File: src/sdm_pkg.sv
// Constants, types and lookups for the drive strength map block
package sdm_pkg;

  // ---------------------------------------------------------------
  // Command codes
  // ---------------------------------------------------------------
  localparam logic [7:0] CMD_REG_WR = 8'h71;
  localparam logic [7:0] CMD_REG_RD = 8'h65;
  localparam logic [7:0] CMD_TBL_RD = 8'h5A;

  // ---------------------------------------------------------------
  // Register map and drive strength field
  // ---------------------------------------------------------------
  localparam logic [23:0] ADDR_VOL  = 24'h800005;
  localparam logic [23:0] ADDR_NV   = 24'h000005;
  localparam int          FLD_LSB   = 5;
  localparam int          FLD_W     = 3;
  localparam int          FLD_MSB   = FLD_LSB + FLD_W - 1;
  localparam logic [7:0]  NV_RST    = 8'h00;
  localparam logic [7:0]  VOL_RST   = 8'h00;
  localparam logic [7:0]  BYTE_ZERO = 8'h00;
  localparam int          BYTE_W    = 8;

  // ---------------------------------------------------------------
  // Field patterns and driver type codes
  // ---------------------------------------------------------------
  localparam logic [2:0] PAT_45   = 3'h0;
  localparam logic [2:0] PAT_30   = 3'h5;
  localparam logic [2:0] PAT_60   = 3'h3;
  localparam logic [2:0] PAT_90   = 3'h2;
  localparam logic [2:0] PAT_NONE = 3'h0;
  localparam logic [2:0] DT_45    = 3'h0;
  localparam logic [2:0] DT_30    = 3'h1;
  localparam logic [2:0] DT_60    = 3'h2;
  localparam logic [2:0] DT_90    = 3'h3;
  localparam logic [2:0] DT_BAD   = 3'h4;

  // ---------------------------------------------------------------
  // Discovery table words
  // ---------------------------------------------------------------
  localparam logic [1:0]  DSC_NBITS = 2'h3;
  localparam logic        DSC_RSVD  = 1'h0;
  localparam logic        DSC_ADDR  = 1'h1;
  localparam logic        DSC_NSUP  = 1'h0;
  localparam logic [2:0]  DSC_LSB   = 3'(FLD_LSB);
  localparam logic [7:0]  DSC_TOP   = {DSC_NBITS, DSC_RSVD, DSC_ADDR, DSC_NSUP, DSC_LSB};
  localparam logic [31:0] DW_VOL    = {DSC_TOP, ADDR_VOL[7:0], CMD_REG_RD, CMD_REG_WR};
  localparam logic [31:0] DW_NV     = {DSC_TOP, ADDR_NV[7:0], CMD_REG_RD, CMD_REG_WR};
  localparam logic [31:0] DW_PAT    = {PAT_45, PAT_30, PAT_60, PAT_90, PAT_NONE, 1'h0, 16'h0000};
  localparam logic [23:0] TBL_VOL   = 24'h0001BC;
  localparam logic [23:0] TBL_NV    = 24'h0001C0;
  localparam logic [23:0] TBL_PAT   = 24'h0001C4;
  localparam logic [23:0] LANE_MASK = 24'h000003;
  localparam logic [23:0] ADDR_STEP = 24'h000001;
  localparam logic [1:0]  ADDR_LAST = 2'h2;
  localparam logic [1:0]  ADDR_INC  = 2'h1;

  typedef enum logic [5:0] {
    ST_BOOT = 6'h01,
    ST_IDLE = 6'h02,
    ST_ADDR = 6'h04,
    ST_DIN  = 6'h08,
    ST_DOUT = 6'h10,
    ST_SKIP = 6'h20
  } sdm_state_e;

  function automatic logic [7:0] dw_byte(input logic [31:0] dw, input logic [1:0] lane);
    return dw[int'(lane) * BYTE_W +: BYTE_W];
  endfunction

  function automatic logic [7:0] sfdp_byte(input logic [23:0] a);
    logic [23:0] base;
    base = a & ~LANE_MASK;
    if (base == TBL_VOL) begin
      return dw_byte(DW_VOL, a[1:0]);
    end else if (base == TBL_NV) begin
      return dw_byte(DW_NV, a[1:0]);
    end else if (base == TBL_PAT) begin
      return dw_byte(DW_PAT, a[1:0]);
    end else begin
      return BYTE_ZERO;
    end
  endfunction

  function automatic logic [2:0] drv_decode(input logic [2:0] f);
    if (f == PAT_45) begin
      return DT_45;
    end else if (f == PAT_30) begin
      return DT_30;
    end else if (f == PAT_60) begin
      return DT_60;
    end else if (f == PAT_90) begin
      return DT_90;
    end else begin
      return DT_BAD;
    end
  endfunction

endpackage

File: src/sdm_shift.sv
// Serial receive shifter with clock edge detection
`timescale 1ns/1ps
`default_nettype none
module sdm_shift
  import sdm_pkg::*;
(
  input  wire logic       core_clk_i,
  input  wire logic       arst_n_i,
  input  wire logic       cs_n_i,
  input  wire logic       sck_i,
  input  wire logic       si_i,
  output logic [7:0]      byte_o,
  output logic            byte_vld_o,
  output logic            fall_o
);

  logic       sck_q;
  logic [2:0] cnt_q;
  logic [7:0] sh_q;
  logic       rise;

  assign rise = sck_i && !sck_q && !cs_n_i;

  always_ff @(posedge core_clk_i or negedge arst_n_i) begin
    if (!arst_n_i) begin
      sck_q <= 1'b0;
    end else begin
      sck_q <= sck_i;
    end
  end

  always_ff @(posedge core_clk_i or negedge arst_n_i) begin
    if (!arst_n_i) begin
      cnt_q      <= 3'h0;
      sh_q       <= BYTE_ZERO;
      byte_o     <= BYTE_ZERO;
      byte_vld_o <= 1'b0;
    end else begin
      byte_vld_o <= 1'b0;
      if (cs_n_i) begin
        cnt_q <= 3'h0;
      end else if (rise) begin
        cnt_q <= cnt_q + 3'h1;
        sh_q  <= {sh_q[6:0], si_i};
        if (cnt_q == 3'h7) begin
          byte_o     <= {sh_q[6:0], si_i};
          byte_vld_o <= 1'b1;
        end
      end
    end
  end

  always_ff @(posedge core_clk_i or negedge arst_n_i) begin
    if (!arst_n_i) begin
      fall_o <= 1'b0;
    end else begin
      fall_o <= !sck_i && sck_q && !cs_n_i;
    end
  end

endmodule
`default_nettype wire

File: src/sdm_table.sv
// Discovery table lookup for the drive strength descriptors
`timescale 1ns/1ps
`default_nettype none
module sdm_table
  import sdm_pkg::*;
(
  input  wire logic        core_clk_i,
  input  wire logic        arst_n_i,
  input  wire logic [23:0] addr_i,
  output logic [7:0]       data_o
);

  assign data_o = sfdp_byte(addr_i);

  a_slot4_zero: assert property (@(posedge core_clk_i) disable iff (!arst_n_i)
    (addr_i == 24'h0001C6) |-> (data_o[3:1] == 3'h0))
    else $error("fifth driver slot not zero");

  a_pat_word: assert property (@(posedge core_clk_i) disable iff (!arst_n_i)
    ((addr_i & ~LANE_MASK) == 24'h0001C4) |->
      (data_o == ((addr_i[1:0] == 2'h2) ? 8'hA0 : (addr_i[1:0] == 2'h3) ? 8'h15 : 8'h00)))
    else $error("pattern word byte wrong");

  a_desc_top: assert property (@(posedge core_clk_i) disable iff (!arst_n_i)
    (addr_i == 24'h0001BF || addr_i == 24'h0001C3) |-> (data_o == 8'hD5 && !data_o[5] && !data_o[3]))
    else $error("descriptor top byte wrong");

endmodule
`default_nettype wire

File: src/sdm_top.sv
// Drive strength register pair with serial register and table access
`timescale 1ns/1ps
`default_nettype none
module sdm_top
  import sdm_pkg::*;
(
  input  wire logic       core_clk_i,
  input  wire logic       arst_n_i,
  input  wire logic       cs_n_i,
  input  wire logic       sck_i,
  input  wire logic       si_i,
  output logic            so_o,
  output logic            so_oe_o,
  output logic [2:0]      drv_field_o,
  output logic [2:0]      drv_type_o
);

  // ---------------------------------------------------------------
  // Declarations
  // ---------------------------------------------------------------
  sdm_state_e  state_q;
  sdm_state_e  state_d;
  logic [7:0]  cmd_q;
  logic [23:0] addr_q;
  logic [23:0] addr_d;
  logic [1:0]  acnt_q;
  logic [7:0]  vol_q;
  logic [7:0]  nv_q;
  logic [7:0]  tx_q;
  logic        so_q;
  logic        so_oe_q;
  logic [2:0]  fld_q;
  logic [2:0]  dtype_q;
  logic [7:0]  rx_byte;
  logic        rx_vld;
  logic        sck_fall;
  logic [7:0]  tbl_byte;
  logic        wr_en;
  logic        ld_tx;
  logic        addr_done;

  function automatic logic cmd_known(input logic [7:0] c);
    return (c == CMD_REG_WR) || (c == CMD_REG_RD) || (c == CMD_TBL_RD);
  endfunction

  // ---------------------------------------------------------------
  // Serial front end and table
  // ---------------------------------------------------------------
  sdm_shift u_shift (
    .core_clk_i (core_clk_i),
    .arst_n_i   (arst_n_i),
    .cs_n_i     (cs_n_i),
    .sck_i      (sck_i),
    .si_i       (si_i),
    .byte_o     (rx_byte),
    .byte_vld_o (rx_vld),
    .fall_o     (sck_fall)
  );

  sdm_table u_table (
    .core_clk_i (core_clk_i),
    .arst_n_i   (arst_n_i),
    .addr_i     (addr_d),
    .data_o     (tbl_byte)
  );

  // ---------------------------------------------------------------
  // Command sequencer
  // ---------------------------------------------------------------
  assign addr_done = (state_q == ST_ADDR) && rx_vld && (acnt_q == ADDR_LAST);
  assign wr_en     = (state_q == ST_DIN) && rx_vld;
  assign ld_tx     = rx_vld && (state_d == ST_DOUT);

  always_comb begin
    state_d = state_q;
    case (state_q)
      ST_BOOT: begin
        state_d = ST_IDLE;
      end
      ST_IDLE: begin
        if (rx_vld) begin
          state_d = cmd_known(rx_byte) ? ST_ADDR : ST_SKIP;
        end
      end
      ST_ADDR: begin
        if (addr_done) begin
          state_d = (cmd_q == CMD_REG_WR) ? ST_DIN : ST_DOUT;
        end
      end
      ST_DIN: begin
        if (rx_vld) begin
          state_d = ST_SKIP;
        end
      end
      default: begin
        state_d = state_q;
      end
    endcase
    if (cs_n_i && (state_q != ST_BOOT)) begin
      state_d = ST_IDLE;
    end
  end

  always_ff @(posedge core_clk_i or negedge arst_n_i) begin
    if (!arst_n_i) begin
      state_q <= ST_BOOT;
    end else begin
      state_q <= state_d;
    end
  end

  always_ff @(posedge core_clk_i or negedge arst_n_i) begin
    if (!arst_n_i) begin
      cmd_q <= BYTE_ZERO;
    end else if ((state_q == ST_IDLE) && rx_vld) begin
      cmd_q <= rx_byte;
    end
  end

  // ---------------------------------------------------------------
  // Address capture and auto increment
  // ---------------------------------------------------------------
  always_comb begin
    addr_d = addr_q;
    if (state_q == ST_ADDR) begin
      addr_d = {addr_q[15:0], rx_byte};
    end else if ((state_q == ST_DOUT) && (cmd_q == CMD_TBL_RD)) begin
      addr_d = addr_q + ADDR_STEP;
    end
  end

  always_ff @(posedge core_clk_i or negedge arst_n_i) begin
    if (!arst_n_i) begin
      addr_q <= 24'h000000;
      acnt_q <= 2'h0;
    end else begin
      if (state_q == ST_IDLE) begin
        acnt_q <= 2'h0;
      end else if ((state_q == ST_ADDR) && rx_vld) begin
        acnt_q <= acnt_q + ADDR_INC;
      end
      if (rx_vld && ((state_q == ST_ADDR) || (state_q == ST_DOUT))) begin
        addr_q <= addr_d;
      end
    end
  end

  // ---------------------------------------------------------------
  // Configuration registers
  // ---------------------------------------------------------------
  // Volatile copy follows the stored copy once, right after reset
  always_ff @(posedge core_clk_i or negedge arst_n_i) begin
    if (!arst_n_i) begin
      vol_q <= VOL_RST;
    end else if (state_q == ST_BOOT) begin
      vol_q <= nv_q;
    end else if (wr_en && (addr_q == ADDR_VOL)) begin
      vol_q <= rx_byte;
    end
  end

  always_ff @(posedge core_clk_i or negedge arst_n_i) begin
    if (!arst_n_i) begin
      nv_q <= NV_RST;
    end else if (wr_en && (addr_q == ADDR_NV)) begin
      nv_q <= rx_byte;
    end
  end

  // ---------------------------------------------------------------
  // Read data path
  // ---------------------------------------------------------------
  function automatic logic [7:0] reg_byte(input logic [23:0] a, input logic [7:0] v,
                                          input logic [7:0] n);
    if (a == ADDR_VOL) begin
      return v;
    end else if (a == ADDR_NV) begin
      return n;
    end else begin
      return BYTE_ZERO;
    end
  endfunction

  // Next byte is loaded on the last rising edge, first bit leaves on the next fall
  always_ff @(posedge core_clk_i or negedge arst_n_i) begin
    if (!arst_n_i) begin
      tx_q <= BYTE_ZERO;
      so_q <= 1'b0;
    end else if (ld_tx) begin
      tx_q <= (cmd_q == CMD_TBL_RD) ? tbl_byte : reg_byte(addr_d, vol_q, nv_q);
    end else if (sck_fall && (state_q == ST_DOUT)) begin
      so_q <= tx_q[7];
      tx_q <= {tx_q[6:0], 1'b0};
    end
  end

  always_ff @(posedge core_clk_i or negedge arst_n_i) begin
    if (!arst_n_i) begin
      so_oe_q <= 1'b0;
    end else begin
      so_oe_q <= (state_d == ST_DOUT);
    end
  end

  // ---------------------------------------------------------------
  // Drive strength outputs
  // ---------------------------------------------------------------
  always_ff @(posedge core_clk_i or negedge arst_n_i) begin
    if (!arst_n_i) begin
      fld_q   <= PAT_45;
      dtype_q <= DT_45;
    end else begin
      fld_q   <= vol_q[FLD_MSB:FLD_LSB];
      dtype_q <= drv_decode(vol_q[FLD_MSB:FLD_LSB]);
    end
  end

  assign so_o        = so_q;
  assign so_oe_o     = so_oe_q;
  assign drv_field_o = fld_q;
  assign drv_type_o  = dtype_q;

  // ---------------------------------------------------------------
  // Checks
  // ---------------------------------------------------------------
  a_write_vol: assert property (@(posedge core_clk_i) disable iff (!arst_n_i)
    ((state_q == ST_DIN) && rx_vld && (addr_q == ADDR_VOL))
      |=> (vol_q == $past(rx_byte)) && ($past(cmd_q) == 8'h71))
    else $error("volatile write not applied");

  a_write_nv: assert property (@(posedge core_clk_i) disable iff (!arst_n_i)
    ((state_q == ST_DIN) && rx_vld && (addr_q == 24'h000005))
      |=> (nv_q == $past(rx_byte)))
    else $error("nonvolatile write not applied");

  a_read_vol: assert property (@(posedge core_clk_i) disable iff (!arst_n_i)
    (addr_done && (cmd_q == 8'h65) && ({addr_q[15:0], rx_byte} == 24'h800005))
      |=> (tx_q == $past(vol_q)) && so_oe_o)
    else $error("register read did not load volatile copy");

  a_plain_wr: assert property (@(posedge core_clk_i) disable iff (!arst_n_i)
    ($past(state_q) != ST_BOOT) && (vol_q != $past(vol_q))
      |-> ($past(state_q) == ST_DIN) && ($past(addr_q) == 24'h800005))
    else $error("volatile field changed without addressed write");

  a_boot_copy: assert property (@(posedge core_clk_i) disable iff (!arst_n_i)
    (state_q == ST_BOOT) |=> (vol_q == $past(nv_q)) && (state_q == ST_IDLE))
    else $error("volatile copy not loaded after reset");

  a_field_pos: assert property (@(posedge core_clk_i) disable iff (!arst_n_i)
    ((state_q == ST_DIN) && rx_vld && (addr_q == ADDR_VOL))
      |-> ##2 ({drv_field_o, 5'h00} == ($past(rx_byte, 2) & 8'hE0)))
    else $error("drive field not taken from bits 7 to 5");

  a_drv_45_30: assert property (@(posedge core_clk_i) disable iff (!arst_n_i)
    ((drv_field_o == 3'h0) |-> (drv_type_o == DT_45))
      and ((drv_field_o == 3'h5) |-> (drv_type_o == DT_30)))
    else $error("45 or 30 ohm decode wrong");

  a_drv_60_90: assert property (@(posedge core_clk_i) disable iff (!arst_n_i)
    ((drv_field_o == 3'h3) |-> (drv_type_o == DT_60))
      and ((drv_field_o == 3'h2) |-> (drv_type_o == DT_90)))
    else $error("60 or 90 ohm decode wrong");

  a_dtype_bad: assert property (@(posedge core_clk_i) disable iff (!arst_n_i)
    !(drv_field_o inside {3'h0, 3'h5, 3'h3, 3'h2}) |-> (drv_type_o == DT_BAD))
    else $error("unlisted pattern not reported unsupported");

  a_oe_read_only: assert property (@(posedge core_clk_i) disable iff (!arst_n_i)
    so_oe_o |-> ((cmd_q == 8'h65) || (cmd_q == 8'h5A)))
    else $error("data output enabled outside a read");

  a_so_on_fall: assert property (@(posedge core_clk_i) disable iff (!arst_n_i)
    (so_o != $past(so_o)) |-> $past(sck_fall))
    else $error("serial data changed away from a clock fall");

  a_nv_write_only: assert property (@(posedge core_clk_i) disable iff (!arst_n_i)
    (nv_q != $past(nv_q)) |-> ($past(wr_en) && ($past(addr_q) == 24'h000005)))
    else $error("nonvolatile copy changed without addressed write");

  a_tbl_load: assert property (@(posedge core_clk_i) disable iff (!arst_n_i)
    (ld_tx && (cmd_q == 8'h5A) && (addr_d == 24'h0001C7)) |=> (tx_q == 8'h15))
    else $error("table byte not loaded for transmit");

endmodule
`default_nettype wire

File: config.mk
export PLATFORM = sky130hd
export DESIGN_NAME = sdm_top
export DESIGN_NICKNAME = d
export VERILOG_FILES = /design/src/sdm_pkg.sv /design/src/sdm_shift.sv /design/src/sdm_table.sv /design/src/sdm_top.sv
export SDC_FILE = /design/constraint.sdc
export NUM_CORES = 1
export LEC_CHECK = 0
export BUFFER_PORTS_ARGS = -buffer_cell sky130_fd_sc_hd__buf_2
export CORE_MARGIN = 2
export CORE_UTILIZATION = 55
export CTS_BUF_LIST = sky130_fd_sc_hd__clkbuf_16
export DETAILED_ROUTE_END_ITERATION = 16
export PLACE_DENSITY = 0.74
export SYNTH_ARGS = -nofsm -noshare
export SYNTH_HDL_FRONTEND = slang
export SYNTH_SLANG_ARGS = --single-unit
File: constraint.sdc
create_clock -name core_clk_i -period 9.4 [get_ports core_clk_i]
set_input_delay 0.47 -clock core_clk_i [delete_from_list [all_inputs] [get_ports core_clk_i]]
set_output_delay 0.47 -clock core_clk_i [all_outputs]
set_load 0.05 [all_outputs]
# ---- After elaboration in Yosys (flattened, before gate mapping)
# Cells that the tools add are included.
dict set report totals {
  elab_cells 107
  ramBits 0
  n_memories 0
  mem_bits_ro 0
  register_bits 93
  output_inout_bits 8
  inputBits 5
  latch_bits 0
}
dict set report op_classes {
  mux 30
  shift 2
  add_sub_neg 3
  n_mul 0
  bitwise 2
  n_eq_ne 24
  n_reduce_logical 29
  div_mod_pow 0
  magnitude_cmp 0
}
# operator n
set ops {}
lappend ops {{$mux 8} 10}
lappend ops {{$eq 22x7->1 const B} 3}
lappend ops {{$shiftx 32x6->8 const A} 2}
lappend ops {{$eq 24x24->1 const B} 2}
lappend ops {{$eq 24x3->1 const B} 2}
lappend ops {{$mux 24} 2}
lappend ops {{$eq 8x7->1 const B} 5}
lappend ops {{$mux 6} 5}
lappend ops {{$add 24x1->24 const B} 1}
lappend ops {{$pmux 6 s4} 1}
lappend ops {{$mux 3} 6}
lappend ops {{$logic_and 1x1->1} 15}
lappend ops {{$eq 6x5->1 const B} 2}
lappend ops {{$reduce_bool 2->1} 4}
lappend ops {{$eq 3x2->1 const B} 2}
lappend ops {{$eq 3x3->1 const B} 2}
lappend ops {{$eq 6x1->1 const B} 1}
lappend ops {{$eq 6x2->1 const B} 1}
lappend ops {{$eq 6x3->1 const B} 1}
lappend ops {{$eq 6x4->1 const B} 1}
lappend ops {{$ne 6x1->1 const B} 1}
lappend ops {{$mux 5} 1}
lappend ops {{$mux 2} 2}
lappend ops {{$reduce_and 2->1} 2}
lappend ops {{other kinds (9)} 16}

# ---- Logic depth before layout (Yosys ltp)
# Gate-level depths: netlist of the first run.
dict set report depth {
  depth_word 11
  mapped_depth 14
  mapped_depth_nobuf 12
}

# ---- By module
# Synthesis of the first run repeated with hierarchy kept, for this count alone.
dict set report hier_totals {
  hier_cells 561
  area_unflattened_um2 5504.0
}
# mod area_each_um2 cells_each seq_area_each_um2 n_inst
set modules_own_cells {}
lappend modules_own_cells {sdm_top 4426.7 475 1803.0 1}
lappend modules_own_cells {sdm_shift 850.8 49 525.5 1}
lappend modules_own_cells {sdm_table 226.5 37 0.0 1}

# ---- Worst setup path after synthesis of the first run
# OpenSTA, ideal clock, no wires.
dict set report synth_timing {
  path_type {reg-to-reg}
  from {register state_q[3]}
  to {register tx_q[0]}
  stages_incl_launch_ff 13
  t_required_ns 9.313
  setup_time_ns 0.087
  setup_slack_ns 6.374
  arrival_ns 2.939
  n_path_buf 3
  synth_period_minus_slack_ns 3.026
  path_cell_list {dfrtp_1 clkbuf_1 or4b_1 nor2_1 buf_2 clkbuf_1 a21oi_1 inv_1 ha_1 nand3_1 nor4_1 nand2_2 o211ai_1}
}
dict set report synth_via {
  elab_chain_cells 10
  word_cells_on_any_way 35
  classes_between {eq/ne (12); shift (2); mux (14); reduce/logical (7)}
}
# item line
set synth_rtl {}
lappend synth_rtl {{start, declared} sdm_top.sv:21} ;# sdm_state_e state_q;
lappend synth_rtl {{start signal, assigned} sdm_top.sv:108} ;# state_q <= state_d;
lappend synth_rtl {{$eq 6x5->1} sdm_top.sv:127} ;# end else if ((state_q == ST_DOUT) && (cmd_q == CMD_TBL_RD)) begin
lappend synth_rtl {{$logic_and 1x1->1} sdm_top.sv:127}
lappend synth_rtl {{$mux 24} sdm_top.sv:127}
lappend synth_rtl {{$mux 24 (*)} sdm_top.sv:125} ;# if (state_q == ST_ADDR) begin
lappend synth_rtl {{net addr_d[0]} sdm_top.sv:25} ;# logic [23:0] addr_d;
lappend synth_rtl {{$shiftx 32x6->8} sdm_pkg.sv:68} ;# return dw[int'(lane) * BYTE_W +: BYTE_W];
lappend synth_rtl {{$mux 8} sdm_pkg.sv:78} ;# end else if (base == TBL_PAT) begin
lappend synth_rtl {{$mux 8} sdm_pkg.sv:76} ;# end else if (base == TBL_NV) begin
lappend synth_rtl {{$mux 8} sdm_pkg.sv:74} ;# if (base == TBL_VOL) begin
lappend synth_rtl {{$mux 8 (*)} sdm_top.sv:190} ;# tx_q <= (cmd_q == CMD_TBL_RD) ? tbl_byte : reg_byte(addr_d, vol_q, nv_q);
lappend synth_rtl {{$mux 8 (*)} sdm_top.sv:189} ;# end else if (ld_tx) begin
lappend synth_rtl {{end signal, assigned} sdm_top.sv:190}
lappend synth_rtl {{end signal, assigned} sdm_top.sv:193} ;# tx_q <= {tx_q[6:0], 1'b0};
lappend synth_rtl {{end, declared} sdm_top.sv:29} ;# logic [7:0] tx_q;
# The timed path passes the listed nets; every way through them passes the cells marked *.
# A chain may end at the register's enable or synchronous reset.

# ---- Worst setup path after layout of the first run
dict set report layout_timing {
  from {register cmd_q[2]}
  to {register tx_q[7]}
}
dict set report layout_via {
  elab_chain_cells 10
  word_cells_on_any_way 26
  classes_between {eq/ne (8); shift (2); mux (13); reduce/logical (3)}
}
# item line
set layout_rtl {}
lappend layout_rtl {{start, declared} sdm_top.sv:23} ;# logic [7:0] cmd_q;
lappend layout_rtl {{start signal, assigned} sdm_top.sv:116} ;# cmd_q <= rx_byte;
lappend layout_rtl {{$eq 8x7->1} {sdm_top.sv:127, sdm_top.sv:190}}
lappend layout_rtl {{$logic_and 1x1->1} sdm_top.sv:127}
lappend layout_rtl {{$mux 24} sdm_top.sv:127}
lappend layout_rtl {{$mux 24} sdm_top.sv:125}
lappend layout_rtl {{$shiftx 32x6->8 or $eq 22x7->1 (tied branches)} {sdm_pkg.sv:68, sdm_pkg.sv:78}}
lappend layout_rtl {{$mux 8} sdm_pkg.sv:78}
lappend layout_rtl {{$mux 8} sdm_pkg.sv:76}
lappend layout_rtl {{$mux 8} sdm_pkg.sv:74}
lappend layout_rtl {{$mux 8} sdm_top.sv:190}
lappend layout_rtl {{$mux 8} sdm_top.sv:189}
# Parallel ways exist; a longest one is shown, timed or not.

==> results of run 1 <==
==> state kept, by name, indices dropped and copies added (netlist names) <==
signal and count:
u_shift.byte_o 8, nv_q 8, drv_field_o 3, u_shift.sh_q 7, u_shift.fall_o 1, vol_q 8
so_o 1, acnt_q 2, addr_q 24, tx_q 8, so_oe_o 1, cmd_q 8
u_shift.byte_vld_o 1, state_q 6, u_shift.sck_q 1, u_shift.cnt_q 3, drv_type_o 3
==> layout make-up <==
class                   instances  share of cell area
flip-flops and latches         93              0.3910
inverters                      16             0.01009
well taps                     133             0.02795
multi-input cells             436              0.5064
repair buffers                 18             0.01807
clock buffers                   9             0.03782
clock inverters                 7            0.008615
==> final timing paths <==
check | end | cells after the start
max in group asynchronous | acnt_q[0] | 2
min | so_o | 1
max reg2reg | tx_q[7] | 8
min in group core_clk_i | u_shift.sck_q | 1
max | tx_q[7] | 8
min reg2reg | drv_field_o[1] | 0
==> worst reg2reg max path, cell delays in order (launching register included) <==
cell and delay, ns:
dfrtp_1 0.37, nor4bb_1 0.89, nand4_1 0.89, nor4_2 0.52, mux2i_1 0.14, a211oi_2 0.73, nor4b_4 0.55, nand3_2 0.19
o221ai_1 0.22
==> routing by layer <==
| metal | up-vias | track usage | share of wire |
|---|---|---|---|
| li1 | 2171 | - | - |
| met4 | 0 | 0.09653 | 0.018 |
| met2 | 246 | 0.3903 | 0.44 |
| met3 | 31 | 0.03681 | 0.078 |
| met5 | - | 0 | 0 |
| met1 | 2263 | 0.3858 | 0.46 |
==> cell usage after synthesis (all sizes together), types with 5 or more instances <==
cell type,count
mux2,32
nor2,39
o21ai,32
a21oi,28
and3,7
nor4b,6
nand4,16
nand2,60
clkbuf,31
nand3,21
xor2,5
a31o,6
and2,7
a211oi,6
ha,10
nor3,9
o221ai,6
and4,6
nor2b,5
or4,8
nor4,16
xnor2,5
mux2i,21
buf,9
inv,16
nor4bb,6
o22ai,11
dfrtp,92
o31ai,11
o31a,6
a41oi,5
nor3b,5
==> report_power, final <==
group	leakage (nW)	total (mW)	switching [mW]	internal, mW
Sequential	1.24	0.424	0.0100	0.414
Combinational	1.18	0.0251	0.0132	0.0120
Clock	0.143	0.344	0.163	0.181
==> metrics by stage <==
| stage | cells | instance area, µm² |
|---|---|---|
| 6_report | 712 | 5954 |
| 3_3_place_gp | 696 | 5678 |
| 3_5_place_dp | 696 | 5678 |
| 4_1_cts | 712 | 5954 |
| 2_1_floorplan | 585 | 5559 |
| 5_1_grt | 712 | 5954 |
==> cell families after synthesis <==
| family | count (synthesis) | synth area share |
|---|---|---|
| flops | 93 | 0.4189 |
| compound gates | 136 | 0.1663 |
| buf+inv | 56 | 0.04029 |
| xor+xnor | 10 | 0.01575 |
| simple gates | 227 | 0.2336 |
| mux | 53 | 0.1026 |
| fa+ha+maj | 10 | 0.02251 |
==> summary.md, run 1 <==
| Metric | Value |
|---|---|
| Die area | 10930 µm² |
| Setup tns final | 0 ns |
| Die height | 104.5 µm |
| Fin. max-slew vios | 0 |
| Leak | 2.562 nW |
| Slowest stage delay, CP | 0.89 ns |
| Flops & latches, synth | slightly above 90 |
| Seq. cell area | between 2000 and 2500 µm² |
| Clk pin slew, worst setup/hold paths | ~0.070 ns |
| Ys async rst share | 1.000 |
| Starting Density | 0.5687 |
| Req. time, crit path | 9.66 ns |
| Seq/Total Area, Yosys | 0.4189 |
| Final Hold Viols | 0 |
| CP max FO | 18 |
| Top_reg_cell synth | dfrtp_1 |
| Synthesis Warnings | 0 |
| Worst Clk Skew | ~0.0077 ns |
| Type of the tightest min-delay check | in2async |
| Peak supply drop | 0.1214 mV |
| All-Layer GR Usage | 0.2611 |
| Core area | 9774 µm² |
| Leading cell type in the layout, fill and taps excluded | dfrtp_1 |
| Layout area overhead | 7.112% |
| Synthesized area | 5559 µm² |
| Setup WS post-layout | just under 5 ns |
| Outcome | finished, final reports clean |
| Yosys top cell area share | 0.4141 |
| Arr. time, crit path | 4.84 ns |
| Pwr dens | 133.2 nW/µm² |
| Worst-skew pair later-pin latency | 0.35 ns |
| Initial antenna violation count | 0 |
| 1st-iter DRT viols | 451 |
| CTS tree | built |
| Final hold slack | 0.07344 ns |
| CP top delay family | simple AND/OR/NAND/NOR gates |
| Postcts setup bufs | 0 |
| Layout Utilization | 0.6092 |
| Reg2reg start | cmd_q[2] |
| Vias | 4711 |
| Pre-CTS setup slack | 4.909 ns |
| DP HPWL | 9748 µm |
| Worst Tran Pin Value | 1.052 ns |
| Critical path launch point type | flip-flop |
| Drt total wl | 13860 µm |
| CTS sink cnt | 93 |
| # fillers | 821 |
| Remaining antenna violation count after routing | 0 |
| Area leader, netlist | dfrtp_1 |
| Rows | 36 |
| Final Cycle Share | 0.4870 |
| Vias in the first global route | 4426 |
| Syn avg cell area | 9.503 µm² |
| Crit path max-delay cell type | nor4bb_1 |
| CP endpoint kind | flip-flop |
| Remaining global-route overflow | 0 |
| Root buffer cell | clkbuf_16 |
| Power Total | about 0.8 mW |
| Number of I/O port buffers | 12 |
| First-pass DRT Iterations | 6 |
| Die width | approximately 100 µm |
| Min Clock Period, post-route | 4.578 ns |
| Max Fclk | 218.4 MHz |
| Vias per inst | 6.617 |
| # diodes | 0 |
| CP cell instances | nor4bb_1 > nand4_1 > nor4_2 > mux2i_1 > a211oi_2 > nor4b_4 > nand3_2 > o221ai_1 |
| GPL Wtd Cong | 0.9232 |
| Max Root-Sink Buffers | 2 |
| Commonest non-fill, non-tap cells in the layout | 92 x dfrtp_1, 59 x nand2_1, 39 x nor2_1 |
| # DRC | 0 |
| I/O pins | 13 |
| Slew headroom | 0.2891 |
| Area contributors post-synth | dfrtp_1 41%, mux2_2 6.5%, nand2_1 4.0% |
| Largest net degree at the start of global routing | 60 |
| Post-synth net total | 600 |
| RSZ-0062 raised after global routing | no |
| Depth of the CTS H-tree | 3 |
| Hold-fix buffers, CTS | 0 |
| WL/cell | 19.47 µm |
| Post-CTS sizing | 0 |
| Num CTS Buffers | 9 |
| Multi-input gate area | 3015 µm² |
| Share of layout cells above drive strength 1 | 0.1520 |
| Reg2Reg Setup Slack | about 4.8 ns |
| Final #Nets | between 500 and 600 |
| Post-synth cell types | 68 |
| Post-Syn Instances | 585 |
| CP Class | reg2reg |
| Final setup violation count | 0 |
| First-pass GRT wire length | 22750 µm |
| Post-synth EDFFs | 0 |
| Number of max-cap violations | 0 |
| Buf/Inv on CP | 0 |
| Critical Path Source | cmd_q[2] |
Power figures use the tool's default switching activity.
==> run 2, diff against run 1 <==
--- a/config.mk
+++ b/config.mk
@@ -5,12 +5,13 @@
 export SDC_FILE = /design/constraint.sdc
 export NUM_CORES = 1
 export LEC_CHECK = 0
+export ABC_AREA = 1
 export BUFFER_PORTS_ARGS = -buffer_cell sky130_fd_sc_hd__buf_2
 export CORE_MARGIN = 2
 export CORE_UTILIZATION = 55
 export CTS_BUF_LIST = sky130_fd_sc_hd__clkbuf_16
 export DETAILED_ROUTE_END_ITERATION = 16
-export PLACE_DENSITY = 0.74
+export PLACE_DENSITY = 0.77
 export SYNTH_ARGS = -nofsm -noshare
 export SYNTH_HDL_FRONTEND = slang
 export SYNTH_SLANG_ARGS = --single-unit
==> constraint.sdc (replaced) <==
create_clock -name core_clk_i -period 3.7 [get_ports core_clk_i]
set_input_delay 0.185 -clock core_clk_i [delete_from_list [all_inputs] [get_ports core_clk_i]]
set_output_delay 0.185 -clock core_clk_i [all_outputs]
set_load 0.05 [all_outputs]
==> summary.md, run 2 <==
| Metric | Value |
|---|---|
| CTS sink cnt | 93 (unchanged) |
| Core area | 10700 µm² (was 9774 µm²) |
| Peak supply drop | 0.2624 mV (was 0.1214 mV) |
| Share of layout cells above drive strength 1 | 0.1126 (was 0.1520) |
| GPL Wtd Cong | 0.9436 (was 0.9232) |
| Worst-skew pair later-pin latency | 0.36 ns (was 0.35 ns) |
| Commonest non-fill, non-tap cells in the layout | 273 x nand2_1, 93 x inv_1, 92 x dfrtp_1 (was 92 x dfrtp_1, 59 x nand2_1, 39 x nor2_1) |
| Layout area overhead | 8.372% (was 7.112%) |
| Starting Density | 0.5574 (was 0.5687) |
| CP Class | reg2reg (unchanged) |
| Depth of the CTS H-tree | 3 (unchanged) |
| Final Cycle Share | 0.8993 (was 0.4870) |
| FF-to-FF path depth | 18 (was 8) |
| Sequential power share | 0.491 (was 0.534) |
| Critical path launch point type | flip-flop (unchanged) |
| Outcome | finished, final reports clean (unchanged) |
| Most numerous cell in the Yosys netlist | nand2_1 (was dfrtp_1) |
| Root buffer cell | clkbuf_16 (unchanged) |
| Final #Nets | 880 (was 589) |
| Leading cell type in the layout, fill and taps excluded | nand2_1 (was dfrtp_1) |
| Sw Ratio | 0.2549 (was 0.2344) |
| Clk pin slew, worst setup/hold paths | 0.07 ns (about the same) |
| Req. time, crit path | 3.99 ns (was 9.66 ns) |
| Drt total wl | 14800 µm (was 13860 µm) |
| First-pass GRT wire length | 24780 µm (was 22750 µm) |
| CP endpoint kind | flip-flop (unchanged) |
| Seq/Total Area, Yosys | 0.3905 (was 0.4189) |
| Post-synth net total | 868 (was 600) |
| Post-CTS sizing | 0 (unchanged) |
| Final setup violation count | 0 (unchanged) |
| Vias in the first global route | 5014 (was 4426) |
| CP cell instances | inv_1 > nand2_1 > nor2_1 > nand2_1 > nor2_4 > inv_1 > nand2_1 > o211ai_1 > o21ai_0 > ha_1 > nand3_1 > nor3_4 > nand3_2 > nor2_1 > nor2_1 > nand2_1 > nand3_1 > nand2_1 (was nor4bb_1 > nand4_1 > nor4_2 > mux2i_1 > a211oi_2 > nor4b_4 > nand3_2 > o221ai_1) |
| Layout Utilization | 0.6041 (was 0.6092) |
| Sw power | 0.5529 mW (was 0.1859 mW) |
| Area contributors post-synth | dfrtp_1 39%, nand2_1 17%, nand3_1 6.7% (was dfrtp_1 41%, mux2_2 6.5%, nand2_1 4.0%) |
| RSZ-0062 raised after global routing | no (unchanged) |
| Leak | 3.174 nW (was 2.562 nW) |
| Die height | 108.1 µm (was 104.5 µm) |
| Area leader, netlist | dfrtp_1 (unchanged) |
| Type of the tightest min-delay check | in2reg (was in2async) |
| Reg2reg start | cmd_q[7] (was cmd_q[2]) |
| Pre-CTS setup slack | 0.4983 ns (was 4.909 ns) |
| Hold EP | u_shift.sh_q[0] |
| Postcts setup bufs | 0 (unchanged) |
| R2R Path End | tx_q[5] (was tx_q[7]) |
| Rows | 38 (was 36) |
| 1st-iter DRT viols | 544 (was 451) |
| Internal | 1.616 mW (was 0.6070 mW) |
| Arr. time, crit path | 3.62 ns (was 4.84 ns) |
| Num CTS Buffers | 9 (unchanged) |
| Slew headroom | 0.4232 (was 0.2891) |
| CTS tree | built (unchanged) |
| Min-delay src | si_i |
| CP top delay family | simple AND/OR/NAND/NOR gates (unchanged) |
| Min Clock Period, post-route | 3.327 ns (was 4.578 ns) |
| Setup WS post-layout | 0.3726 ns (was 4.822 ns) |
| WL/cell | 14.66 µm (was 19.47 µm) |
| Yosys top cell area share | 0.3861 (was 0.4141) |
| Syn avg cell area | 6.991 µm² (was 9.503 µm²) |
| Hold depth | 3 |
| Number of max-cap violations | 0 (unchanged) |
| Ys async rst share | 1.000 (unchanged) |
| Die area | 11690 µm² (was 10930 µm²) |
| Worst Clk Skew | 0.01035 ns (was 0.007652 ns) |
| CP max FO | 13 (was 18) |
| Clock power share | 0.438 (was 0.434) |
| Synthesized area | 5963 µm² (was 5559 µm²) |
| Die width | 108.1 µm (was 104.5 µm) |
| Synthesis Warnings | 0 (unchanged) |
| Remaining antenna violation count after routing | 0 (unchanged) |
| First-pass DRT Iterations | 5 (was 6) |
| Max Fclk | 300.5 MHz (was 218.4 MHz) |
| Number of I/O port buffers | 12 (unchanged) |
| Post-synth top cells | 273 x nand2_1, 92 x dfrtp_1, 92 x inv_1 (was 92 x dfrtp_1, 59 x nand2_1, 39 x nor2_1) |
| Max Root-Sink Buffers | 2 (unchanged) |
| Slowest stage delay, CP | 0.36 ns (was 0.89 ns) |
| # diodes | 0 (unchanged) |
| Buf/Inv on CP | 2 (was 0) |
| I/O pins | 13 (unchanged) |
| Top_reg_cell synth | dfrtp_1 (unchanged) |
| Post-Syn Instances | 853 (was 585) |
| Crit path max-delay cell type | dfrtp_1 (was nor4bb_1) |
| Worst Tran Pin Value | 0.8652 ns (was 1.052 ns) |
| Pwr dens | 335.6 nW/µm² (was 133.2 nW/µm²) |
| Logic pwr share | 0.070 (was 0.032) |
| Setup tns final | 0 ns (unchanged) |
| Largest net degree at the start of global routing | 67 (was 60) |
| Remaining global-route overflow | 0 (unchanged) |
| Final Hold Viols | 0 (unchanged) |
| Post-synth EDFFs | 0 (unchanged) |
| Reg2Reg Setup Slack | 0.37 ns (was 4.82 ns) |
| DP HPWL | 10610 µm (was 9748 µm) |
| Flops & latches, synth | 93 (unchanged) |
| # DRC | 0 (unchanged) |
| Crit path top cell by count | nand2_1 |
| Vias per inst | 5.541 (was 6.617) |
| Biggest register | addr_q (unchanged) |
| Fin. max-slew vios | 0 (unchanged) |
| Max FFs per register | 24 (unchanged) |
| Vias | 5596 (was 4711) |
| All-Layer GR Usage | 0.2720 (was 0.2611) |
| Initial antenna violation count | 0 (unchanged) |
| Post-synth cell types | 42 (was 68) |
run 2: cell count changes in the layout (fill, tap and decap cells not counted), moves of 12 or more:
cell	delta
mux2i_1	-21
nor2_1	+39
a21oi_1	-17
o21ai_0	+45
nor2_2	+18
inv_1	+75
nand4_1	+12
nand2_1	+214
mux2_2	-32
nand3_1	+61
run 2: worst register-to-register path, cell delays in order (launching register included):
cell	delay, ns
dfrtp_1	0.36
inv_1	0.09
nand2_1	0.10
nor2_1	0.18
nand2_1	0.17
nor2_4	0.36
inv_1	0.10
nand2_1	0.07
o211ai_1	0.09
o21ai_0	0.26
ha_1	0.27
nand3_1	0.12
nor3_4	0.32
nand3_2	0.34
nor2_1	0.19
nor2_1	0.06
nand2_1	0.06
nand3_1	0.06
nand2_1	0.05
run 2: power groups by stage:
stage / registers (mW) / clock network (mW) / logic, mW
CTS: 1.07 / 0.958 / 0.156
finish: 1.07 / 0.951 / 0.153
global placement: 1.08 / 0 / 0.147
floorplan: 1.08 / 0 / 0.0995
detailed placement: 1.08 / 0 / 0.151
global route: 1.07 / 1.01 / 0.178
run 2: logic make-up after synthesis:
family          count (synthesis)  synth area share
compound gates                102           0.09421
fa+ha+maj                      10           0.02098
simple gates                  516            0.4016
buf+inv                       129           0.08833
xor+xnor                        3          0.004407
flops                          93            0.3905
run 2: metal layers:
metal	share of wire	wire length, µm	track usage	vias up
li1	-	-	-	2772
met1	0.47	7006	0.3844	2619
met2	0.45	6729	0.4214	175
met3	0.048	712	0.03978	30
met4	0.024	355	0.1081	0
met5	0	0	0	-
run 2: worst max-delay path by stage:
stage | startpoint | to | slack (ns) | depth (start not counted)
6_report | cmd_q[7] | tx_q[5] | 0.37 | 18
5_1_grt | cmd_q[0] | tx_q[7] | 0.06 | 18
4_1_cts | cmd_q[7] | tx_q[5] | 0.47 | 18
3_5_place_dp | cmd_q[7] | tx_q[5] | 0.50 | 18
3_3_place_gp | cmd_q[7] | tx_q[7] | 0.59 | 18
2_1_floorplan | state_q[5] | tx_q[2] | 1.03 | 14
run 2: cell type report:
class / instances / area (µm²)
clock buffers: 9 / 225.2
inverters: 108 / 407.9
well taps: 140 / 175.2
clock inverters: 7 / 75.07
flip-flops and latches: 93 / 2328
fillers: 999 / 4235
multi-input cells: 631 / 3108
repair buffers: 22 / 142.6
run 2: per-stage QoR:
| step | power, mW | cells | hold WS [ns] | cell area, µm² |
|---|---|---|---|---|
| after floorplan | 1.181 | 853 | -0.1106 | 5963 |
| after global placement | 1.230 | 992 | 0.3336 | 6142 |
| after detailed placement | 1.236 | 992 | 0.3311 | 6142 |
| after CTS | 2.179 | 1010 | 0.1055 | 6462 |
| after global routing | 2.252 | 1010 | 0.1217 | 6462 |
| final | 2.169 | 1010 | 0.09832 | 6462 |
run 2: what timing repair did:
action                     CTS  global route
setup endpoints to repair    0             0
hold buffers                 2             0
hold endpoints to repair    65             0
==> run 3, diff against run 2 <==
--- a/config.mk
+++ b/config.mk
@@ -5,7 +5,6 @@
 export SDC_FILE = /design/constraint.sdc
 export NUM_CORES = 1
 export LEC_CHECK = 0
-export ABC_AREA = 1
 export BUFFER_PORTS_ARGS = -buffer_cell sky130_fd_sc_hd__buf_2
 export CORE_MARGIN = 2
 export CORE_UTILIZATION = 55
==> summary.md, run 3 (synthesized netlist as in run 1, its figures left out) <==
| Metric | Value |
|---|---|
| Remaining global-route overflow | 0 (unchanged) |
| Sequential power share | 0.526 (was 0.491) |
| CTS tree | built (unchanged) |
| Leading cell type in the layout, fill and taps excluded | dfrtp_1 (was nand2_1) |
| Max FFs per register | 24 (unchanged) |
| Sw power | 0.4947 mW (was 0.5529 mW) |
| Min Clock Period, post-route | 3.478 ns (was 3.327 ns) |
| Vias per inst | 6.558 (was 5.541) |
| First-pass DRT Iterations | 6 (was 5) |
| Type of the tightest min-delay check | in2reg (unchanged) |
| Number of max-cap violations | 0 (unchanged) |
| CP Class | reg2reg (unchanged) |
| Die area | 10930 µm² (was 11690 µm²) |
| Outcome | finished, final reports clean (unchanged) |
| Critical Path Source | state_q[1] (was cmd_q[7]) |
| Leak | 2.639 nW (was 3.174 nW) |
| Die height | 104.5 µm (was 108.1 µm) |
| Max Root-Sink Buffers | 2 (unchanged) |
| Reg2reg start | state_q[1] (was cmd_q[7]) |
| Worst Clk Skew | 0.008699 ns (was 0.01035 ns) |
| Final Hold Viols | 0 (unchanged) |
| 1st-iter DRT viols | 475 (was 544) |
| Starting Density | 0.5687 (was 0.5574) |
| Final #Nets | 605 (was 880) |
| Pwr dens | 335.7 nW/µm² (was 335.6 nW/µm²) |
| CP max FO | 12 (was 13) |
| Commonest non-fill, non-tap cells in the layout | 92 x dfrtp_1, 59 x nand2_1, 39 x nor2_1 (was 273 x nand2_1, 93 x inv_1, 92 x dfrtp_1) |
| Critical path launch point type | flip-flop (unchanged) |
| R2R Path End | tx_q[7] (was tx_q[5]) |
| FF-to-FF path depth | 8 (was 18) |
| Peak supply drop | 0.2904 mV (was 0.2624 mV) |
| Largest net degree at the start of global routing | 56 (was 67) |
| All-Layer GR Usage | 0.2677 (was 0.2720) |
| Reg2Reg Setup Slack | 0.22 ns (was 0.37 ns) |
| Final setup violation count | 0 (unchanged) |
| Root buffer cell | clkbuf_16 (unchanged) |
| Worst-skew pair later-pin latency | 0.35 ns (was 0.36 ns) |
| Share of layout cells above drive strength 1 | 0.1748 (was 0.1126) |
| Worst Tran Pin Value | 0.9731 ns (was 0.8652 ns) |
| # diodes | 0 (unchanged) |
| First-pass GRT wire length | 23090 µm (was 24780 µm) |
| Depth of the CTS H-tree | 3 (unchanged) |
| Core area | 9774 µm² (was 10700 µm²) |
| Slew headroom | 0.3499 (was 0.4232) |
| Internal | 1.550 mW (was 1.616 mW) |
| WL/cell | 19.46 µm (was 14.66 µm) |
| Biggest register | addr_q (unchanged) |
| # DRC | 0 (unchanged) |
| RSZ-0062 raised after global routing | no (unchanged) |
| Vias in the first global route | 4470 (was 5014) |
| Fin. max-slew vios | 0 (unchanged) |
| Clk pin slew, worst setup/hold paths | 0.07 ns (about the same) |
| Remaining antenna violation count after routing | 0 (unchanged) |
| Number of I/O port buffers | 12 (unchanged) |
| Rows | 36 (was 38) |
| CTS sink cnt | 93 (unchanged) |
| Setup tns final | 0 ns (unchanged) |
| Drt total wl | 14170 µm (was 14800 µm) |
| Clock power share | 0.442 (was 0.438) |
| Arr. time, crit path | 3.72 ns (was 3.62 ns) |
| DP HPWL | 10000 µm (was 10610 µm) |
| Final Cycle Share | 0.9400 (was 0.8993) |
| Logic pwr share | 0.032 (was 0.070) |
| GPL Wtd Cong | 0.9754 (was 0.9436) |
| Req. time, crit path | 3.94 ns (was 3.99 ns) |
| CP endpoint kind | flip-flop (unchanged) |
| Max Fclk | 287.5 MHz (was 300.5 MHz) |
| Sw Ratio | 0.2420 (was 0.2549) |
| Initial antenna violation count | 0 (unchanged) |
| I/O pins | 13 (unchanged) |
| Final hold slack | 0.08202 ns (was 0.09832 ns) |
| # fillers | 814 (was 999) |
| Vias | 4774 (was 5596) |
| Die width | 104.5 µm (was 108.1 µm) |
| Layout area overhead | 9.543% (was 8.372%) |
| Num CTS Buffers | 9 (unchanged) |
| Crit path to | tx_q[7] (was tx_q[5]) |
-- run 3: changes by cell type in the layout (fill, tap and decap cells not counted), sizes merged, moves of 15 or more --
cell   delta
nand2   -224
inv      -83
nor2     -69
nand3    -62
o21ai    -47
mux2     +32
mux2i    +21
a21oi    +15
-- run 3: routing by layer --
metal	GRT usage	part of all wire
met2	0.4164	0.45
met5	0	0
met4	0.09846	0.024
met1	0.3757	0.45
met3	0.04803	0.072
-- run 3: worst max-delay path, cell delays in order, from the launching register on --
cell and delay, ns:
dfrtp_1 0.51, nor4b_4 0.43, nand3_1 0.43, or3b_2 0.64
xor2_1 0.19, o2111ai_1 0.20, nor4_4 0.44, nand2_2 0.21
o221ai_1 0.30
-- run 3: what timing repair did --
item | CTS | global route
endpoints found under the hold margin | 55 | 0
resized for setup | 0 | 1
setup endpoints to repair | 0 | 5
setup buffers | 0 | 2
hold buffers | 2 | 0
-- run 3: cell type report --
type	instances	area, µm²	share of cell area
flip-flops and latches	93	2328	0.3824
multi-input cells	436	3022	0.4962
clock inverters	7	55.05	0.009040
clock buffers	9	225.2	0.03698
well taps	133	166.4	0.02733
repair buffers	34	232.7	0.03822
inverters	16	60.06	0.009862
-- run 3: power groups by stage --
| stage | sequential, mW | clock (mW) | combinational [mW] |
|---|---|---|---|
| floorplan | 1.09 | 0 | 0.0373 |
| detailed placement | 1.09 | 0 | 0.0659 |
| finish | 1.08 | 0.904 | 0.0654 |
| global placement | 1.09 | 0 | 0.0632 |
| global route | 1.08 | 0.956 | 0.0757 |
| CTS | 1.07 | 0.911 | 0.0681 |
-- run 3: how the worst min path moves through the flow --
stage	from	depth (start not counted)	end	slack, ns
2_1_floorplan	arst_n_i	0	acnt_q[0]	-0.11
3_3_place_gp	arst_n_i	1	drv_type_o[2]	0.28
3_5_place_dp	arst_n_i	1	tx_q[3]	0.28
4_1_cts	si_i	2	u_shift.byte_o[0]	0.07
5_1_grt	si_i	2	u_shift.sh_q[0]	0.08
6_report	si_i	2	u_shift.byte_o[0]	0.08
-- run 3: stage by stage --
stage	cells	utilization	power (mW)	area (µm²)	setup slack (ns)
6_report	728	0.6230	2.044	6090	0.2220
5_1_grt	728	0.6230	2.109	6090	0.02668
4_1_cts	726	0.6208	2.053	6068	0.1616
3_5_place_dp	708	0.5901	1.160	5768	0.2087
3_3_place_gp	708	0.5901	1.154	5768	0.4264
2_1_floorplan	585	-	1.123	5559	0.6739
